**src/verilog/phy_regs_consts.vh**
```
// register offsets, field positions and timing constants for the phy counter/crossover bank
`ifndef PHY_REGS_CONSTS_VH
`define PHY_REGS_CONSTS_VH
// register indices; byte address is four times the index
`define IDX_TX_JABBER_EVENT_COUNT 8'h19
`define IDX_PHY_SPECIAL_CONTROL 8'h1b
`define IDX_CROSSOVER_CONTROL 8'h1c
`define IDX_LINK_STATUS_IN 8'h1d
`define ADDR_W 8
// special control fields
`define SPC_PROBE_MAP_BIT 5
`define SPC_NEW_MODE_BIT 4
`define SPC_RX_JABBER_BIT 3
`define SPC_LED_SEL_MSB 2
`define SPC_RESET 16'h0000
// crossover control fields
`define XO_AUTO_BIT 7
`define XO_MANUAL_BIT 6
`define XO_STATUS_BIT 5
`define XO_DONE_BIT 4
`define XO_TIMER_MSB 3
`define XO_RESET 16'h0000
// led selector codes
`define LED_ACT_LINK 3'h0
`define LED_SPD_COL 3'h1
`define LED_SPD_LINK 3'h2
`define LED_ACT_COL 3'h3
`define LED_OFF_OFF 3'h4
`define LED_OFF_ON 3'h5
`define LED_ON_OFF 3'h6
`define LED_ON_ON 3'h7
// slot time: 80 ms at code 0, 105 ms at code 15, 5/3 ms per step
`define CLK_HZ 50000000
`define SLOT_BASE_MS 80
`define SLOT_MAX_MS 105
`define SLOT_CODE_MAX 15
// one tick per microsecond
`define TICK_US 1
`define TICK_CYCLES ((`CLK_HZ / 1000000) * `TICK_US)
`endif

```
**src/verilog/phy_counter_crossover_regs.v**
```verilog
// management register bank: jabber counter, led/jabber control, mdi/mdi-x crossover
`timescale 1ns/10ps
`include "phy_regs_consts.vh"

module phy_counter_crossover_regs #(
   parameter TICKS_PER_MS = 1000
) (
   // clock and reset
   input wire i_clock,
   input wire i_arst_n,
   // avalon-mm slave
   input wire [`ADDR_W+1:0] i_address,
   input wire i_read,
   input wire i_write,
   input wire [31:0] i_writedata,
   input wire [3:0] i_byteenable,
   output reg [31:0] o_readdata,
   output wire o_waitrequest,
   output wire [1:0] o_response,
   // phy status inputs, asynchronous to i_clock
   input wire i_tx_jabber,
   input wire i_rx_jabber_100,
   input wire i_carrier_sense,
   input wire i_activity,
   input wire i_link,
   input wire i_speed_100,
   input wire i_collision,
   input wire i_energy_ok,
   input wire i_new_mode,
   // phy outputs
   output reg o_carrier_sense,
   output reg o_activity_led_n,
   output reg o_link_led_n,
   output reg o_mdix,
   output reg o_probe_map
);

   localparam [2:0] ST_IDLE = 3'b001;
   localparam [2:0] ST_ACK = 3'b010;
   localparam [2:0] ST_DONE = 3'b100;
   localparam [3:0] XO_RESOLVED = 4'b0001;
   localparam [3:0] XO_WAIT = 4'b0010;
   localparam [3:0] XO_SWAP = 4'b0100;
   localparam [3:0] XO_MANUAL = 4'b1000;
   localparam [31:0] TICK_FULL = `TICK_CYCLES;
   localparam [5:0] TICK_CNT = TICK_FULL[5:0];
   localparam [31:0] SLOT_BASE_TICKS = `SLOT_BASE_MS * TICKS_PER_MS;
   localparam [31:0] SLOT_SPAN_TICKS = (`SLOT_MAX_MS - `SLOT_BASE_MS) * TICKS_PER_MS;

   // three-stage synchronisers for all pin inputs
   localparam NSYNC = 9;
   wire [NSYNC-1:0] pins = {i_new_mode, i_energy_ok, i_collision, i_speed_100, i_link,
                            i_activity, i_carrier_sense, i_rx_jabber_100, i_tx_jabber};
   reg [NSYNC-1:0] s1_q;
   reg [NSYNC-1:0] s2_q;
   reg [NSYNC-1:0] s3_q;
   // filtered level, the only copy the rest of the block reads
   reg [NSYNC-1:0] st_q;
   genvar g;
   generate
      for (g = 0; g < NSYNC; g = g + 1) begin : g_sync
         always @(posedge i_clock or negedge i_arst_n) begin
            if (!i_arst_n) begin
               s1_q[g] <= 1'b0;
               s2_q[g] <= 1'b0;
               s3_q[g] <= 1'b0;
               st_q[g] <= 1'b0;
            end else begin
               s1_q[g] <= pins[g];
               s2_q[g] <= s1_q[g];
               s3_q[g] <= s2_q[g];
               // a change counts only once stages two and three agree
               if (s2_q[g] == s3_q[g]) begin
                  st_q[g] <= s3_q[g];
               end
            end
         end
      end
   endgenerate
   wire tx_jab = st_q[0];
   wire rx_jab = st_q[1];
   wire crs = st_q[2];
   wire act = st_q[3];
   wire lnk = st_q[4];
   wire spd = st_q[5];
   wire col = st_q[6];
   wire energy = st_q[7];
   wire new_mode = st_q[8];

   function is_reg;
      input [`ADDR_W+1:0] a;
      input [`ADDR_W-1:0] idx;
      begin
         is_reg = (a[1:0] == 2'b00) && (a[`ADDR_W+1:2] == idx);
      end
   endfunction

   // bus handshake: one wait cycle, answer at second edge
   reg [2:0] bus_q;
   wire req = i_read | i_write;
   assign o_waitrequest = req & (bus_q != ST_ACK);
   assign o_response = 2'b00;
   // read data are copied on the request edge so they stand while waitrequest is low
   wire rd_cap = i_read & (bus_q == ST_IDLE);
   wire wr_acc = i_write & (bus_q == ST_ACK);
   wire hit_jab = is_reg(i_address, `IDX_TX_JABBER_EVENT_COUNT);
   wire hit_spc = is_reg(i_address, `IDX_PHY_SPECIAL_CONTROL);
   wire hit_xo = is_reg(i_address, `IDX_CROSSOVER_CONTROL);
   wire hit_stat = is_reg(i_address, `IDX_LINK_STATUS_IN);

   always @(posedge i_clock or negedge i_arst_n) begin
      if (!i_arst_n) begin
         bus_q <= ST_IDLE;
      end else begin
         case (bus_q)
            ST_IDLE: begin
               if (req) begin
                  bus_q <= ST_ACK;
               end
            end
            ST_ACK: begin
               bus_q <= ST_DONE;
            end
            // dead state keeps a still-held request from being taken twice
            ST_DONE: begin
               bus_q <= ST_IDLE;
            end
            default: begin
               bus_q <= ST_IDLE;
            end
         endcase
      end
   end

   // jabber event counter
   reg [15:0] jab_cnt_q;
   reg tx_jab_d1_q;
   wire jab_evt = tx_jab & ~tx_jab_d1_q;
   // cleared on the edge that copies it, so no event slips in between
   wire jab_clr = rd_cap & hit_jab;
   always @(posedge i_clock or negedge i_arst_n) begin
      if (!i_arst_n) begin
         jab_cnt_q <= 16'h0000;
         tx_jab_d1_q <= 1'b0;
      end else begin
         tx_jab_d1_q <= tx_jab;
         if (jab_clr) begin
            // an event in the read cycle is kept, not lost
            jab_cnt_q <= jab_evt ? 16'h0001 : 16'h0000;
         end else if (jab_evt && jab_cnt_q != 16'hffff) begin
            jab_cnt_q <= jab_cnt_q + 16'h0001;
         end
      end
   end

   // special control and crossover control registers
   reg [5:0] spc_q;
   reg [7:0] xo_ctl_q;
   always @(posedge i_clock or negedge i_arst_n) begin
      if (!i_arst_n) begin
         spc_q <= 6'h00;
         xo_ctl_q <= 8'h00;
      end else if (wr_acc && i_byteenable[0]) begin
         // lane 0 carries every writable bit of both registers
         if (hit_spc) begin
            // bit 4 is read-only; reserved bits are not stored
            spc_q[5] <= i_writedata[`SPC_PROBE_MAP_BIT];
            spc_q[3:0] <= i_writedata[3:0];
         end
         if (hit_xo) begin
            xo_ctl_q[7:6] <= i_writedata[7:6];
            xo_ctl_q[3:0] <= i_writedata[3:0];
         end
      end
   end
   wire auto_en = xo_ctl_q[`XO_AUTO_BIT];
   wire manual_x = xo_ctl_q[`XO_MANUAL_BIT];
   wire rxj_dis = spc_q[`SPC_RX_JABBER_BIT];
   wire [2:0] led_sel = spc_q[2:0];

   // microsecond-scale tick enable for the slot timer
   // free running, so a slot may begin anywhere inside a tick
   reg [5:0] div_q;
   wire tick = (div_q == TICK_CNT - 6'h01);
   always @(posedge i_clock or negedge i_arst_n) begin
      if (!i_arst_n) begin
         div_q <= 6'h00;
      end else begin
         div_q <= tick ? 6'h00 : div_q + 6'h01;
      end
   end

   // slot length in ticks: 80 ms plus code/15 of the 25 ms span
   wire [31:0] slot_len = SLOT_BASE_TICKS +
      (SLOT_SPAN_TICKS * {28'h0000000, xo_ctl_q[3:0]}) / `SLOT_CODE_MAX;

   // crossover resolution: swap pairs each slot until energy/link is seen
   reg [3:0] xo_q;
   reg [31:0] slot_q;
   reg done_q;
   always @(posedge i_clock or negedge i_arst_n) begin
      if (!i_arst_n) begin
         xo_q <= XO_MANUAL;
         slot_q <= 32'h00000000;
         o_mdix <= 1'b0;
         done_q <= 1'b0;
      end else begin
         case (xo_q)
            XO_MANUAL: begin
               o_mdix <= manual_x;
               done_q <= 1'b0;
               slot_q <= 32'h00000000;
               if (auto_en) begin
                  xo_q <= XO_WAIT;
               end
            end
            XO_WAIT: begin
               done_q <= 1'b0;
               if (!auto_en) begin
                  xo_q <= XO_MANUAL;
               end else if (lnk || energy) begin
                  xo_q <= XO_RESOLVED;
               end else if (tick) begin
                  // first tick is partial; counting whole ticks keeps the slot at its minimum
                  if (slot_q >= slot_len) begin
                     xo_q <= XO_SWAP;
                  end else begin
                     slot_q <= slot_q + 32'h00000001;
                  end
               end
            end
            XO_SWAP: begin
               o_mdix <= ~o_mdix;
               slot_q <= 32'h00000000;
               xo_q <= XO_WAIT;
            end
            XO_RESOLVED: begin
               done_q <= 1'b1;
               if (!auto_en) begin
                  xo_q <= XO_MANUAL;
               end else if (!lnk && !energy) begin
                  done_q <= 1'b0;
                  slot_q <= 32'h00000000;
                  xo_q <= XO_WAIT;
               end
            end
            default: begin
               xo_q <= XO_MANUAL;
            end
         endcase
      end
   end

   // led mux, carrier sense gating, probe bit
   reg act_src;
   reg lnk_src;
   always @* begin
      case (led_sel)
         `LED_ACT_LINK: begin
            act_src = act;
            lnk_src = lnk;
         end
         `LED_SPD_COL: begin
            act_src = spd;
            lnk_src = col;
         end
         `LED_SPD_LINK: begin
            act_src = spd;
            lnk_src = lnk;
         end
         `LED_ACT_COL: begin
            act_src = act;
            lnk_src = col;
         end
         `LED_OFF_OFF: begin
            act_src = 1'b0;
            lnk_src = 1'b0;
         end
         `LED_OFF_ON: begin
            act_src = 1'b0;
            lnk_src = 1'b1;
         end
         `LED_ON_OFF: begin
            act_src = 1'b1;
            lnk_src = 1'b0;
         end
         default: begin
            act_src = 1'b1;
            lnk_src = 1'b1;
         end
      endcase
   end
   // led pins are active low: a one from the mux lights the lamp
   always @(posedge i_clock or negedge i_arst_n) begin
      if (!i_arst_n) begin
         o_activity_led_n <= 1'b1;
         o_link_led_n <= 1'b1;
         o_carrier_sense <= 1'b0;
         o_probe_map <= 1'b0;
      end else begin
         o_activity_led_n <= ~act_src;
         o_link_led_n <= ~lnk_src;
         o_carrier_sense <= crs & ~(rxj_dis & rx_jab & spd);
         // software is expected to keep this at zero
         o_probe_map <= spc_q[5];
      end
   end

   // read data, registered on the request edge and held through the answer
   always @(posedge i_clock or negedge i_arst_n) begin
      if (!i_arst_n) begin
         o_readdata <= 32'h00000000;
      end else if (rd_cap) begin
         if (hit_jab) begin
            o_readdata <= {16'h0000, jab_cnt_q};
         end else if (hit_spc) begin
            o_readdata <= {26'h0000000, spc_q[5], new_mode, spc_q[3:0]};
         end else if (hit_xo) begin
            // upper bytes are not stored and always read back as zero
            o_readdata <= {24'h000000, xo_ctl_q[7:6], o_mdix, done_q, xo_ctl_q[3:0]};
         end else if (hit_stat) begin
            o_readdata <= {23'h000000, st_q};
         end else begin
            o_readdata <= 32'h00000000;
         end
      end
   end

endmodule

```
**config.mk**
```make
export PLATFORM = sky130hd
export DESIGN_NAME = phy_counter_crossover_regs
export DESIGN_NICKNAME = d
export VERILOG_FILES = /design/src/verilog/phy_counter_crossover_regs.v
export VERILOG_INCLUDE_DIRS = /design/src /design/src/verilog
export SDC_FILE = /design/constraint.sdc
export NUM_CORES = 1
export LEC_CHECK = 0
export BUFFER_PORTS_ARGS = -buffer_cell sky130_fd_sc_hd__buf_2
export CORE_MARGIN = 2
export CORE_UTILIZATION = 45
export CTS_CLUSTER_DIAMETER = 80
export DETAILED_ROUTE_END_ITERATION = 10
export PLACE_DENSITY_LB_ADDON = 0.3
export SLEW_MARGIN = 15
export SYNTH_ARGS = -nofsm -noshare
export SYNTH_HDL_FRONTEND = slang
export SYNTH_SLANG_ARGS = --single-unit
```
**constraint.sdc**
```tcl
create_clock -name i_clock -period 15.7 [get_ports i_clock]
set_input_delay 3.14 -clock i_clock [delete_from_list [all_inputs] [get_ports i_clock]]
set_output_delay 3.14 -clock i_clock [all_outputs]
set_load 0.005 [all_outputs]
```
==> reports/qor.yml, run 1 <==
run_status:
  status: "completed"
cts:
  clk_latency_ns: 0.41
  clockRootBuffer: "clkbuf_16"
  cts_tree: "done"
  cts_max_level: 4
  clock-sinks: 131
  cts_buffer_depth: 2
  cts_buffers: 17
  path_clk_slew_ns: 0.06
layout:
  layout.nets: 1753
  layoutNonFillerInstCount: 1983
  drive_above_1_share_pct: 39.0
  layout_commonest_cell: "buf_4"
  areaGrowthSynthToFinish_pct: 41.3
  final_cell_mix: "buf_4, nor2_1, dfrtp_1"
timing:
  final.setup.worst_slack_ns: 0.281
  finalSetupTns_ns: 0
  period_minus_slack_ns: 15.42
  worst_slew_pin_slew_ns: 1.18
  setup_viol: 0
  drv_slew: 0
  period_share_pct: 98.2
  slew_headroom_pct: 20.6
  hold_viol: 0
  max_freq_ghz: 0.0649
  holdWs_ns: 0.345
  fin_worst_skew_ns: 0.00611
  rsz0062_at_grt: "yes"
drt:
  ant_nets: 0
  wl_per_cell_um: 17.4
  drt_wl_total_um: 34400
  route.detailed.drc: 0
  via_per_inst: 5.86
  drtPass1Iterations: 6
  num_vias: 11600
  first_iter_violations: 993
global_routing:
  grt_pass1_wl_um: 53400
  globalRoute.totalOverflow: 0
  antenna_found_initial: 1
  met3_usage_pct: 2.79
  met1_usage_pct: 33.3
  grt_use_total_pct: 24.7
  first_global_vias: 11100
  grt_start_max_net_pins: 76
  top_usage_layer: "met2"
  use_met2_pct: 41.6
worst_hold_path:
  hold_class: "register to register"
  min_path_cells: 0
power:
  p_switching_w: 0.000475
  pwr-share-clk_pct: 27.1
  swShare_pct: 35.7
  power_frac_seq_pct: 28.7
  power_density_nw_per_um2: 85.4
  max-vdd-ir-drop_mv: 0.104
  power.internal_w: 0.000855
  combPwrFrac_pct: 44.2
  p_leak_nw: 7.03
setup_path:
  rr_worst_depth: 84
  crit_required_ns: 16.03
  crit_top_cell: "buf_4"
  r2r_slack_ns: 0.28
  crit_type: "register to register"
  worstPathArrival_ns: 15.75
  startpoint: "xo_ctl_q[3]"
  endpoint_kind: "register"
  cpMaxStageDelayCell: "or4_4"
  setup.worst_path.end: "slot_q[29]"
  reg2reg_from: "xo_ctl_q[3]"
  critPathLaunchType: "register"
  crit_fanout: 8
  reg2reg_to: "slot_q[29]"
  slowest_delay_ns: 0.55
die:
  die-area_um2: 25800
  coreArea_um2: 24200
  die_x_um: 160
  initial_core_util_pct: 45.6
  num_rows: 57
  ios: 99
  die_h_um: 160
placement:
  port_buffers: 52
  gp_congestion: 0.891
  place_ws_ns: -0.667
  hpwl_um: 24100
  dpl.cell_count: 1899
synthesis:
  synthArstFlopShare_pct: 100
  synth_area_um2: 11000
  synth_cells: 1278
  ys.flop_type: "dfrtp_1"
  yosys_warnings: 0
  syn_avg_cell_area_um2: 8.62
  ys_seq_area_share_pct: 29.8
  synth-edff-count: 0
  ys_types: 124
  synth_seq_cells: 131
flow_run:
  drv_cap: 0
==> registers in the layout (all words and copies together) (netlist names), 3 cells and up <==
register,count
slot_q,32
jab_cnt_q,16
xo_ctl_q,4
led_sel,3
o_readdata,16
xo_q,4
div_q,6
bus_q,3
s1_q,9
s2_q,9
s3_q,9
==> through the flow <==
| step | total power, W | instance area (um2) | util [%] |
|---|---|---|---|
| after floorplan | 0.000719 | 11200 | - |
| after global placement | 0.000871 | 13700 | 56.7 |
| after detailed placement | 0.000881 | 13700 | 56.7 |
| after CTS | 0.00128 | 14700 | 60.8 |
| after global routing | 0.00140 | 15600 | 64.4 |
| final | 0.00133 | 15600 | 64.4 |
==> kinds of logic (layout without fill, tap and decap cells) <==
group / Yosys count / after routing / synth area share (%)
XOR/XNOR: 77 / 77 / 6.12
multiplexers: 36 / 36 / 3.56
flip-flops: 131 / 131 / 29.8
buffers and inverters: 90 / 452 / 3.96
AO/OA/AOI/OAI: 385 / 385 / 26.1
other: 2 / 21 / 0.0681
AND/OR/NAND/NOR: 499 / 499 / 24.0
adder cells (fa/ha/maj): 58 / 58 / 6.36
==> worst max-delay path, delay by kind of cell (launching register included) <==
kind,cells,cell delay [ns]
fa+ha+maj,7,1.50
simple gates,26,4.41
xor+xnor,1,0.12
buf+inv,12,1.72
flops,1,0.45
compound gates,36,6.54
mux,2,0.55
==> cell type report <==
cell class              count  area [um2]
multi-input cells        1075        8370
diodes                      1        2.50
fillers                  1895        8600
inverters                  31         119
repair buffers            390        2840
clock buffers              19         433
clock inverters            12         110
well taps                 324         405
flip-flops and latches    131        3290
==> per-layer routing <==
layer / vias up / wire (um)
met4: 0 / 988
met1: 5649 / 14800
li1: 5530 / -
met2: 377 / 17000
met3: 73 / 1600
met5: - / 0
==> what timing repair did <==
action,in CTS,in global routing
buffers inserted,21,34
gates resized for setup,55,130
hold buffers,0,0
pin swaps,33,98
setup endpoints to repair,31,32
cloned,0,0
==> power groups by stage <==
| stage | clock network (W) | logic, W | registers (W) |
|---|---|---|---|
| global route | 0.000381 | 0.000640 | 0.000384 |
| finish | 0.000360 | 0.000588 | 0.000382 |
| CTS | 0.000365 | 0.000536 | 0.000381 |
| detailed placement | 0 | 0.000495 | 0.000386 |
| floorplan | 0 | 0.000338 | 0.000381 |
| global placement | 0 | 0.000486 | 0.000385 |
==> worst min path at each step <==
stage               slack, ns       to     from
finish                   0.34  s2_q[7]  s1_q[7]
global route             0.35  s2_q[7]  s1_q[7]
CTS                      0.35  s2_q[3]  s1_q[3]
detailed placement       0.33  s2_q[3]  s1_q[3]
global placement         0.33  s2_q[4]  s1_q[4]
floorplan                0.33  s2_q[0]  s1_q[0]
==> cells in the mapped netlist, types with 6 or more instances <==
cell        n  share of area, %
xor2_1     35               2.8
nor2b_1    15              0.85
o21ai_0    55               2.5
a211oi_1   13              0.89
and2_1     13              0.74
a221o_1     7              0.64
nand4_1    23               1.3
o21ai_1    11              0.50
dfrtp_1   127                29
or2_2      10              0.57
ha_1       48               5.4
xnor2_1    42               3.3
a21o_1     16               1.1
nor2_1    140               4.8
or3_1      20               1.1
a31oi_1    25               1.4
inv_1      30               1.0
a21oi_1    75               3.4
clkbuf_1   25              0.85
nand3_1    52               2.4
nor3_1     32               1.5
buf_2       7              0.32
o221ai_1    6              0.48
maj3_1     10              0.91
o31ai_1    11              0.75
a22o_1     11              0.87
buf_4      20               1.4
mux2i_1    18               1.6
a211o_1     6              0.48
mux2_2     15               1.5
nand2_1    90               3.1
o211ai_1   23               1.6
and4_1      7              0.56
nand2b_1   17              0.97
o21a_1     11              0.75
nor4_1     12              0.68
o211a_1     6              0.54
o22a_1      7              0.56
and3_1     23               1.3
Note: power is estimated with default switching activity, not from simulation.
==> run 2, diff against run 1 <==
--- a/config.mk
+++ b/config.mk
@@ -7,7 +7,7 @@
 export NUM_CORES = 1
 export LEC_CHECK = 0
 export BUFFER_PORTS_ARGS = -buffer_cell sky130_fd_sc_hd__buf_2
-export CORE_MARGIN = 2
+export CORE_MARGIN = 1
 export CORE_UTILIZATION = 45
 export CTS_CLUSTER_DIAMETER = 80
 export DETAILED_ROUTE_END_ITERATION = 10
==> run 2 against run 1 <==
Effect of this change:
- highest routed layer unchanged
- critical path depth unchanged
- clock skew decreased by 0.00077 ns
- maximum frequency is 1.1% lower
- worst setup slack worse by 0.17 ns
- sequential power hardly changed
- routed wire length fell by 2.1%
- non-clock buffer count shrank 4
- worst hold slack better by 0.0069 ns
- critical path type unchanged
- clock-buffer cell count is 1 lower
==> reports/qor.yml, run 2 (same netlist as run 1, synthesis figures left out) <==
timing:
  final.setup.worst_slack_ns: 0.108  # was 0.281 ns
  drv_slew: 0  # unchanged
  worst_slew_pin_slew_ns: 0.828  # was 1.18 ns
  rsz0062_at_grt: "yes"  # unchanged
  period_share_pct: 99.3  # was 98.2%
  period_minus_slack_ns: 15.59  # was 15.42 ns
  max_freq_ghz: 0.0641  # was 0.0649 GHz
  fin_worst_skew_ns: 0.00533  # was 0.00611 ns
  slew_headroom_pct: 44.2  # was 20.6%
  setup_viol: 0  # unchanged
  hold_viol: 0  # unchanged
setup_path:
  crit_fanout: 8  # unchanged
  setup.worst_path.end: "slot_q[5]"  # was slot_q[29]
  worstPathArrival_ns: 15.87  # was 15.75 ns
  reg2reg_from: "xo_ctl_q[3]"  # unchanged
  reg2reg_to: "slot_q[5]"  # was slot_q[29]
  crit_type: "register to register"  # unchanged
  rr_worst_depth: 84  # unchanged
  startpoint: "xo_ctl_q[3]"  # unchanged
  r2r_slack_ns: 0.11  # was 0.28 ns
  cpMaxStageDelayCell: "or4_4"  # unchanged
  slowest_delay_ns: 0.53  # was 0.55 ns
  endpoint_kind: "register"  # unchanged
  crit_top_cell: "buf_4"  # unchanged
  crit_required_ns: 15.98  # was 16.03 ns
  critPathLaunchType: "register"  # unchanged
die:
  num_rows: 56  # was 57
  die-area_um2: 25100  # was 25800 um2
  die_h_um: 158  # was 160 um
  coreArea_um2: 23800  # was 24200 um2
  ios: 99  # unchanged
  die_x_um: 158  # was 160 um
  initial_core_util_pct: 46.4  # was 45.6%
placement:
  gp_congestion: 0.922  # was 0.891
  hpwl_um: 24200  # was 24100 um
  placed_area_um2: 13700  # about the same
  port_buffers: 52  # unchanged
  place_ws_ns: -0.699  # was -0.667 ns
cts:
  clockRootBuffer: "clkbuf_16"  # unchanged
  hold_buffers: 0  # unchanged
  cts_buffers: 17  # unchanged
  clk_latency_ns: 0.41  # about the same
  path_clk_slew_ns: 0.06  # about the same
  cts_max_level: 4  # unchanged
  cts_buffer_depth: 2  # unchanged
  cts_tree: "done"  # unchanged
  clock-sinks: 131  # unchanged
worst_hold_path:
  holdCritStartpoint: "s1_q[0]"  # was s1_q[7]
  hold_class: "register to register"  # unchanged
drt:
  wl_per_cell_um: 17.1  # was 17.4 um
  drt_wl_total_um: 33700  # was 34400 um
  first_iter_violations: 757  # was 993
  num_vias: 11600  # about the same
  ant_nets: 0  # unchanged
  drtPass1Iterations: 5  # was 6
  route.detailed.drc: 0  # unchanged
  via_per_inst: 5.86  # about the same
layout:
  nFillCells: 1875  # was 1895
  largestRegisters: "slot_q (32), jab_cnt_q (16), o_readdata (16)"  # unchanged
  largest_register_ffs: 32  # unchanged
  areaGrowthSynthToFinish_pct: 41.0  # was 41.3%
  final_cell_mix: "buf_4, nor2_1, dfrtp_1"  # unchanged
  regMostFlops: "slot_q"  # unchanged
  drive_above_1_share_pct: 38.2  # was 39.0%
  layout.nets: 1749  # was 1753
  stdcell_area_um2: 15500  # was 15600 um2
  layout_commonest_cell: "buf_4"  # unchanged
run_status:
  status: "completed"  # unchanged
global_routing:
  globalRoute.totalOverflow: 0  # unchanged
  first_global_vias: 11100  # about the same
  grt_pass1_wl_um: 53400  # about the same
  antenna_found_initial: 1  # unchanged
  grt_use_total_pct: 26.4  # was 24.7%
  grt_start_max_net_pins: 77  # was 76
power:
  max-vdd-ir-drop_mv: 0.121  # was 0.104 mV
  power_density_nw_per_um2: 90.6  # was 85.4 nW/um2
  p_leak_nw: 7.04  # was 7.03 nW
flow_run:
  drv_cap: 0  # unchanged
==> run 2: cell types whose count changed in the layout (fill, tap and decap cells not counted), sizes merged <==
cell,delta
buf,-4
bufinv,+3
clkbuf,-1
clkinv,-6
clkinvlp,+2
inv,+3
==> run 2: per-layer routing <==
layer / GRT usage, % / wire length, um / up-vias / part of all wire [%]
met3: 3.24 / 1480 / 45 / 4.4
met1: 34.0 / 14600 / 5651 / 43
met4: 7.97 / 553 / 0 / 1.6
met2: 45.9 / 17000 / 331 / 50
met5: 0 / 0 / - / 0
li1: - / - / 5540 / -
==> run 2: how the worst min path moves through the flow <==
stage | end | cells after the start
global placement | s2_q[4] | 0
global route | s2_q[4] | 0
CTS | s2_q[0] | 0
detailed placement | s2_q[2] | 0
finish | s2_q[0] | 0
floorplan | s2_q[0] | 0
==> run 2: repair_timing <==
item | CTS | global route
endpoints found under the hold margin | 0 | 0
pin swaps | 36 | 79
resized for setup | 49 | 114
endpoints found under the setup margin | 32 | 34
setup buffers | 15 | 33
==> run 2: report_power, final <==
part / switching [W] / total, W / internal (W)
logic: 0.000321 / 0.000604 / 0.000283
registers: 0.0000210 / 0.000382 / 0.000361
clock network: 0.000150 / 0.000422 / 0.000272
total: 0.000493 / 0.00141 / 0.000915
==> run 2: per-stage QoR <==
stage	hold WS (ns)	std cells	utilization (%)	setup TNS (ns)	power, W
4_1_cts	0.352	1942	62.1	0	0.00137
5_1_grt	0.357	1975	65.4	-16.23	0.00148
2_1_floorplan	0.331	1296	-	0	0.000719
3_3_place_gp	0.333	1895	57.7	-10.71	0.000879
6_report	0.351	1975	65.4	0	0.00141
3_5_place_dp	0.336	1895	57.7	-15.93	0.000894
==> run 2: final cells by class <==
type | count | area [um2] | area share [%]
Multi-Input combinational cell | 1075 | 8270 | 53.2
Clock buffer | 18 | 439 | 2.83
Clock inverter | 14 | 196 | 1.26
Antenna cell | 1 | 2.50 | 0.0161
Sequential cell | 131 | 3290 | 21.2
Tap cell | 319 | 399 | 2.57
Inverter | 31 | 119 | 0.765
Timing Repair Buffer | 386 | 2830 | 18.2
==> run 2: critical path: cells and delay by family (launching register included) <==
kind,cells,cell delay [ns]
flops,1,0.45
fa+ha+maj,8,1.88
mux,2,0.38
compound gates,37,6.59
buf+inv,8,1.08
simple gates,26,4.74
xor+xnor,3,0.32
==> run 3, diff against run 2 <==
--- a/config.mk
+++ b/config.mk
@@ -6,9 +6,12 @@
 export SDC_FILE = /design/constraint.sdc
 export NUM_CORES = 1
 export LEC_CHECK = 0
+export ABC_AREA = 1
 export BUFFER_PORTS_ARGS = -buffer_cell sky130_fd_sc_hd__buf_2
+export CELL_PAD_IN_SITES_DETAIL_PLACEMENT = 2
+export CELL_PAD_IN_SITES_GLOBAL_PLACEMENT = 2
 export CORE_MARGIN = 1
-export CORE_UTILIZATION = 45
+export CORE_UTILIZATION = 32
 export CTS_CLUSTER_DIAMETER = 80
 export DETAILED_ROUTE_END_ITERATION = 10
 export PLACE_DENSITY_LB_ADDON = 0.3
==> run 3 against run 2 <==
Effect of this change:
- via count grew 7.9%
- critical path depth grew 29
- power grew to 3.0 times the previous value
- register-to-register slack gained 0.03 ns
- clock skew grew 0.0061 ns
- global-route usage shrank 5.0 points
- clock-buffer cell count is the same
- first-iteration DRC count shrank 34%
- routed wire length grew 45%
- synthesized cell count grew 33%
- utilization shrank 24 points
- highest routed layer unchanged
==> reports/qor.yml, run 3 <==
run_status:
  status: "completed"  # unchanged
layout:
  regMostFlops: "slot_q"  # unchanged
  layoutNonFillerInstCount: 2404  # was 1975
  final_cell_mix: "nand2_1, inv_1, buf_4"  # was buf_4, nor2_1, dfrtp_1
  layout.nets: 2030  # was 1749
  areaGrowthSynthToFinish_pct: 28.6  # was 41.0%
  antennaDiodeCount: 0  # was 1
  layout_commonest_cell: "nand2_1"  # was buf_4
  utilization_pct: 41.7  # was 65.4%
  largestRegisters: "slot_q (32), jab_cnt_q (16), o_readdata (16)"  # unchanged
  largest_register_ffs: 32  # unchanged
  drive_above_1_share_pct: 32.2  # was 38.2%
drt:
  route.detailed.drc: 0  # unchanged
  drtPass1Iterations: 5  # unchanged
  first_iter_violations: 502  # was 757
  num_vias: 12500  # was 11600
  via_per_inst: 5.19  # was 5.86
  wl_per_cell_um: 20.4  # was 17.1 um
  drt_wl_total_um: 49000  # was 33700 um
  ant_nets: 0  # unchanged
cts:
  cts_tree: "done"  # unchanged
  path_clk_slew_ns: 0.07  # was 0.06 ns
  clock-sinks: 131  # unchanged
  clk_latency_ns: 0.43  # was 0.41 ns
  cts_buffer_depth: 2  # unchanged
  cts_buffers: 17  # unchanged
  clockRootBuffer: "clkbuf_16"  # unchanged
  cts_max_level: 4  # unchanged
global_routing:
  grt_start_max_net_pins: 77  # unchanged
  globalRoute.totalOverflow: 0  # unchanged
  top_usage_layer: "met2"  # unchanged
  use_met2_pct: 39.8  # was 45.9%
  met1_usage_pct: 26.1  # was 34.0%
  met3_usage_pct: 2.81  # was 3.24%
  grt_pass1_wl_um: 66200  # was 53400 um
  antenna_found_initial: 0  # was 1
  grt_use_total_pct: 21.3  # was 26.4%
  first_global_vias: 13100  # was 11100
setup_path:
  r2r_slack_ns: 0.14  # was 0.11 ns
  endpoint_kind: "register"  # unchanged
  reg2reg_from: "xo_ctl_q[3]"  # unchanged
  reg2reg_to: "slot_q[13]"  # was slot_q[5]
  cpMaxStageDelayCell: "dfrtp_2"  # was or4_4
  slowest_delay_ns: 0.47  # was 0.53 ns
  critPathLaunchType: "register"  # unchanged
  startpoint: "xo_ctl_q[3]"  # unchanged
  crit_required_ns: 16.02  # was 15.98 ns
  crit_fanout: 8  # unchanged
  crit_type: "register to register"  # unchanged
  worstPathArrival_ns: 15.88  # was 15.87 ns
  crit_top_cell: "nand2_1"  # was buf_4
  rr_worst_depth: 113  # was 84
timing:
  worst_slew_pin_slew_ns: 1.07  # was 0.828 ns
  holdWs_ns: 0.351  # about the same
  fin_worst_skew_ns: 0.0115  # was 0.00533 ns
  max_freq_ghz: 0.0643  # was 0.0641 GHz
  setup_viol: 0  # unchanged
  period_share_pct: 99.1  # was 99.3%
  slew_headroom_pct: 28.3  # was 44.2%
  period_minus_slack_ns: 15.56  # was 15.59 ns
  hold_viol: 0  # unchanged
  drv_slew: 0  # unchanged
power:
  max-vdd-ir-drop_mv: 0.127  # was 0.121 mV
  power_frac_seq_pct: 9.0  # was 27.1%
  power_density_nw_per_um2: 277  # was 90.6 nW/um2
  pwr-share-clk_pct: 9.4  # was 30.0%
  p_leak_nw: 8.08  # was 7.04 nW
  p_switching_w: 0.00238  # was 0.000493 W
  swShare_pct: 56.5  # was 35.0%
  combPwrFrac_pct: 81.6  # was 42.9%
  power.internal_w: 0.00184  # was 0.000915 W
synthesis:
  synth_area_leader_cell: "dfrtp_1"  # unchanged
  synth.top_cell.area_share_pct: 26.8  # was 28.8%
  ys.flop_type: "dfrtp_1"  # unchanged
  synth_seq_cells: 131  # unchanged
  ys_types: 63  # was 124
  synth_area_um2: 11900  # was 11000 um2
  syn_avg_cell_area_um2: 6.96  # was 8.62 um2
  ys_seq_area_share_pct: 27.7  # was 29.8%
  synth_area_leaders: "dfrtp_1, nand2_1, inv_1"  # was dfrtp_1, ha_1, nor2_1
  yosysMostFrequentCell: "nand2_1"  # was nor2_1
  synth_cells: 1703  # was 1278
  synth-edff-count: 0  # unchanged
  yosys_warnings: 0  # unchanged
  synthTopCellsByCount: "nand2_1, inv_1, nor2_1"  # was nor2_1, dfrtp_1, nand2_1
  synthArstFlopShare_pct: 100  # unchanged
placement:
  dpl.cell_count: 2295  # was 1895
  hpwl_um: 31300  # was 24200 um
  gp_congestion: 0.816  # was 0.922
  port_buffers: 52  # unchanged
die:
  num_rows: 70  # was 56
  die-area_um2: 37800  # was 25100 um2
  die_x_um: 194  # was 158 um
  coreArea_um2: 36500  # was 23800 um2
  ios: 99  # unchanged
  initial_core_util_pct: 32.5  # was 46.4%
  die_h_um: 194  # was 158 um
worst_hold_path:
  hold_class: "register to register"  # unchanged
  min_path_cells: 0  # unchanged
  holdPathEnd: "s2_q[2]"  # was s2_q[0]
  holdCritStartpoint: "s1_q[2]"  # was s1_q[0]
flow_run:
  drv_cap: 0  # unchanged
run 3: cells by family (layout without fill, tap and decap cells):
| logic type | after synthesis | in the layout | share of synthesized area, % |
|---|---|---|---|
| AO/OA/AOI/OAI | 151 | 151 | 7.71 |
| XOR/XNOR | 33 | 33 | 2.60 |
| adder cells (fa/ha/maj) | 57 | 57 | 5.83 |
| buffers and inverters | 305 | 516 | 10.7 |
| flip-flops | 131 | 131 | 27.7 |
| multiplexers | 3 | 3 | 0.285 |
| other | 2 | 20 | 0.0634 |
| AND/OR/NAND/NOR | 1021 | 1025 | 45.1 |
run 3: cell type report:
| type | count | area, um2 |
|---|---|---|
| Clock buffer | 18 | 439 |
| Clock inverter | 14 | 134 |
| Fill cell | 4224 | 21300 |
| Inverter | 275 | 1040 |
| Multi-Input combinational cell | 1289 | 8270 |
| Sequential cell | 131 | 3290 |
| Tap cell | 468 | 586 |
| Timing Repair Buffer | 209 | 1490 |
run 3: per-stage QoR:
| stage | power (W) | setup slack, ns | setup TNS, ns | cell area (um2) |
|---|---|---|---|---|
| final | 0.00422 | 0.136 | 0 | 15200 |
| after global routing | 0.00458 | -1.07 | -12.61 | 15200 |
| after CTS | 0.00378 | 0.00890 | 0 | 14100 |
| after detailed placement | 0.00332 | -0.463 | -3.87 | 13200 |
| after global placement | 0.00317 | 0.238 | 0 | 13200 |
| after floorplan | 0.00234 | 1.86 | 0 | 11900 |
run 3: power groups by stage:
stage	logic, W	registers [W]	clock network (W)
CTS	0.00301	0.000379	0.000396
detailed placement	0.00293	0.000385	0
finish	0.00344	0.000380	0.000394
global placement	0.00279	0.000383	0
floorplan	0.00196	0.000379	0
global route	0.00378	0.000383	0.000414
run 3: how the worst max path moves through the flow:
stage                       to  slack (ns)  cells after the start
floorplan           slot_q[18]        1.86                    118
global placement    slot_q[18]        0.24                    113
detailed placement  slot_q[18]       -0.46                    116
CTS                 slot_q[18]       0.009                    117
global route        slot_q[18]       -1.07                    115
finish              slot_q[13]        0.14                    113
run 3: what timing repair did:
item / in CTS / in global routing
hold buffers: 0 / 0
setup buffers: 12 / 61
resized for setup: 47 / 166
gates cloned: 2 / 2
endpoints found under the setup margin: 14 / 34
pin swaps: 24 / 101
run 3: per-layer routing:
metal / vias up / routed length, um / part of all wire, %
met1: 6352 / 20300 / 41
li1: 5881 / - / -
met2: 161 / 26700 / 54
met5: - / 0 / 0
met3: 85 / 871 / 1.8
met4: 0 / 1120 / 2.3
run 3: worst max-delay path, delay by kind of cell (launching register included):
family                     cells  cell delay [ns]
xor gates and xnor gates       2             0.40
DFF                            1             0.47
and+or+nand+nor               75             8.73
AOI/OAI and AO/OA             12             2.01
adders and majority gates      8             1.77
buffers and inverters         16             2.02
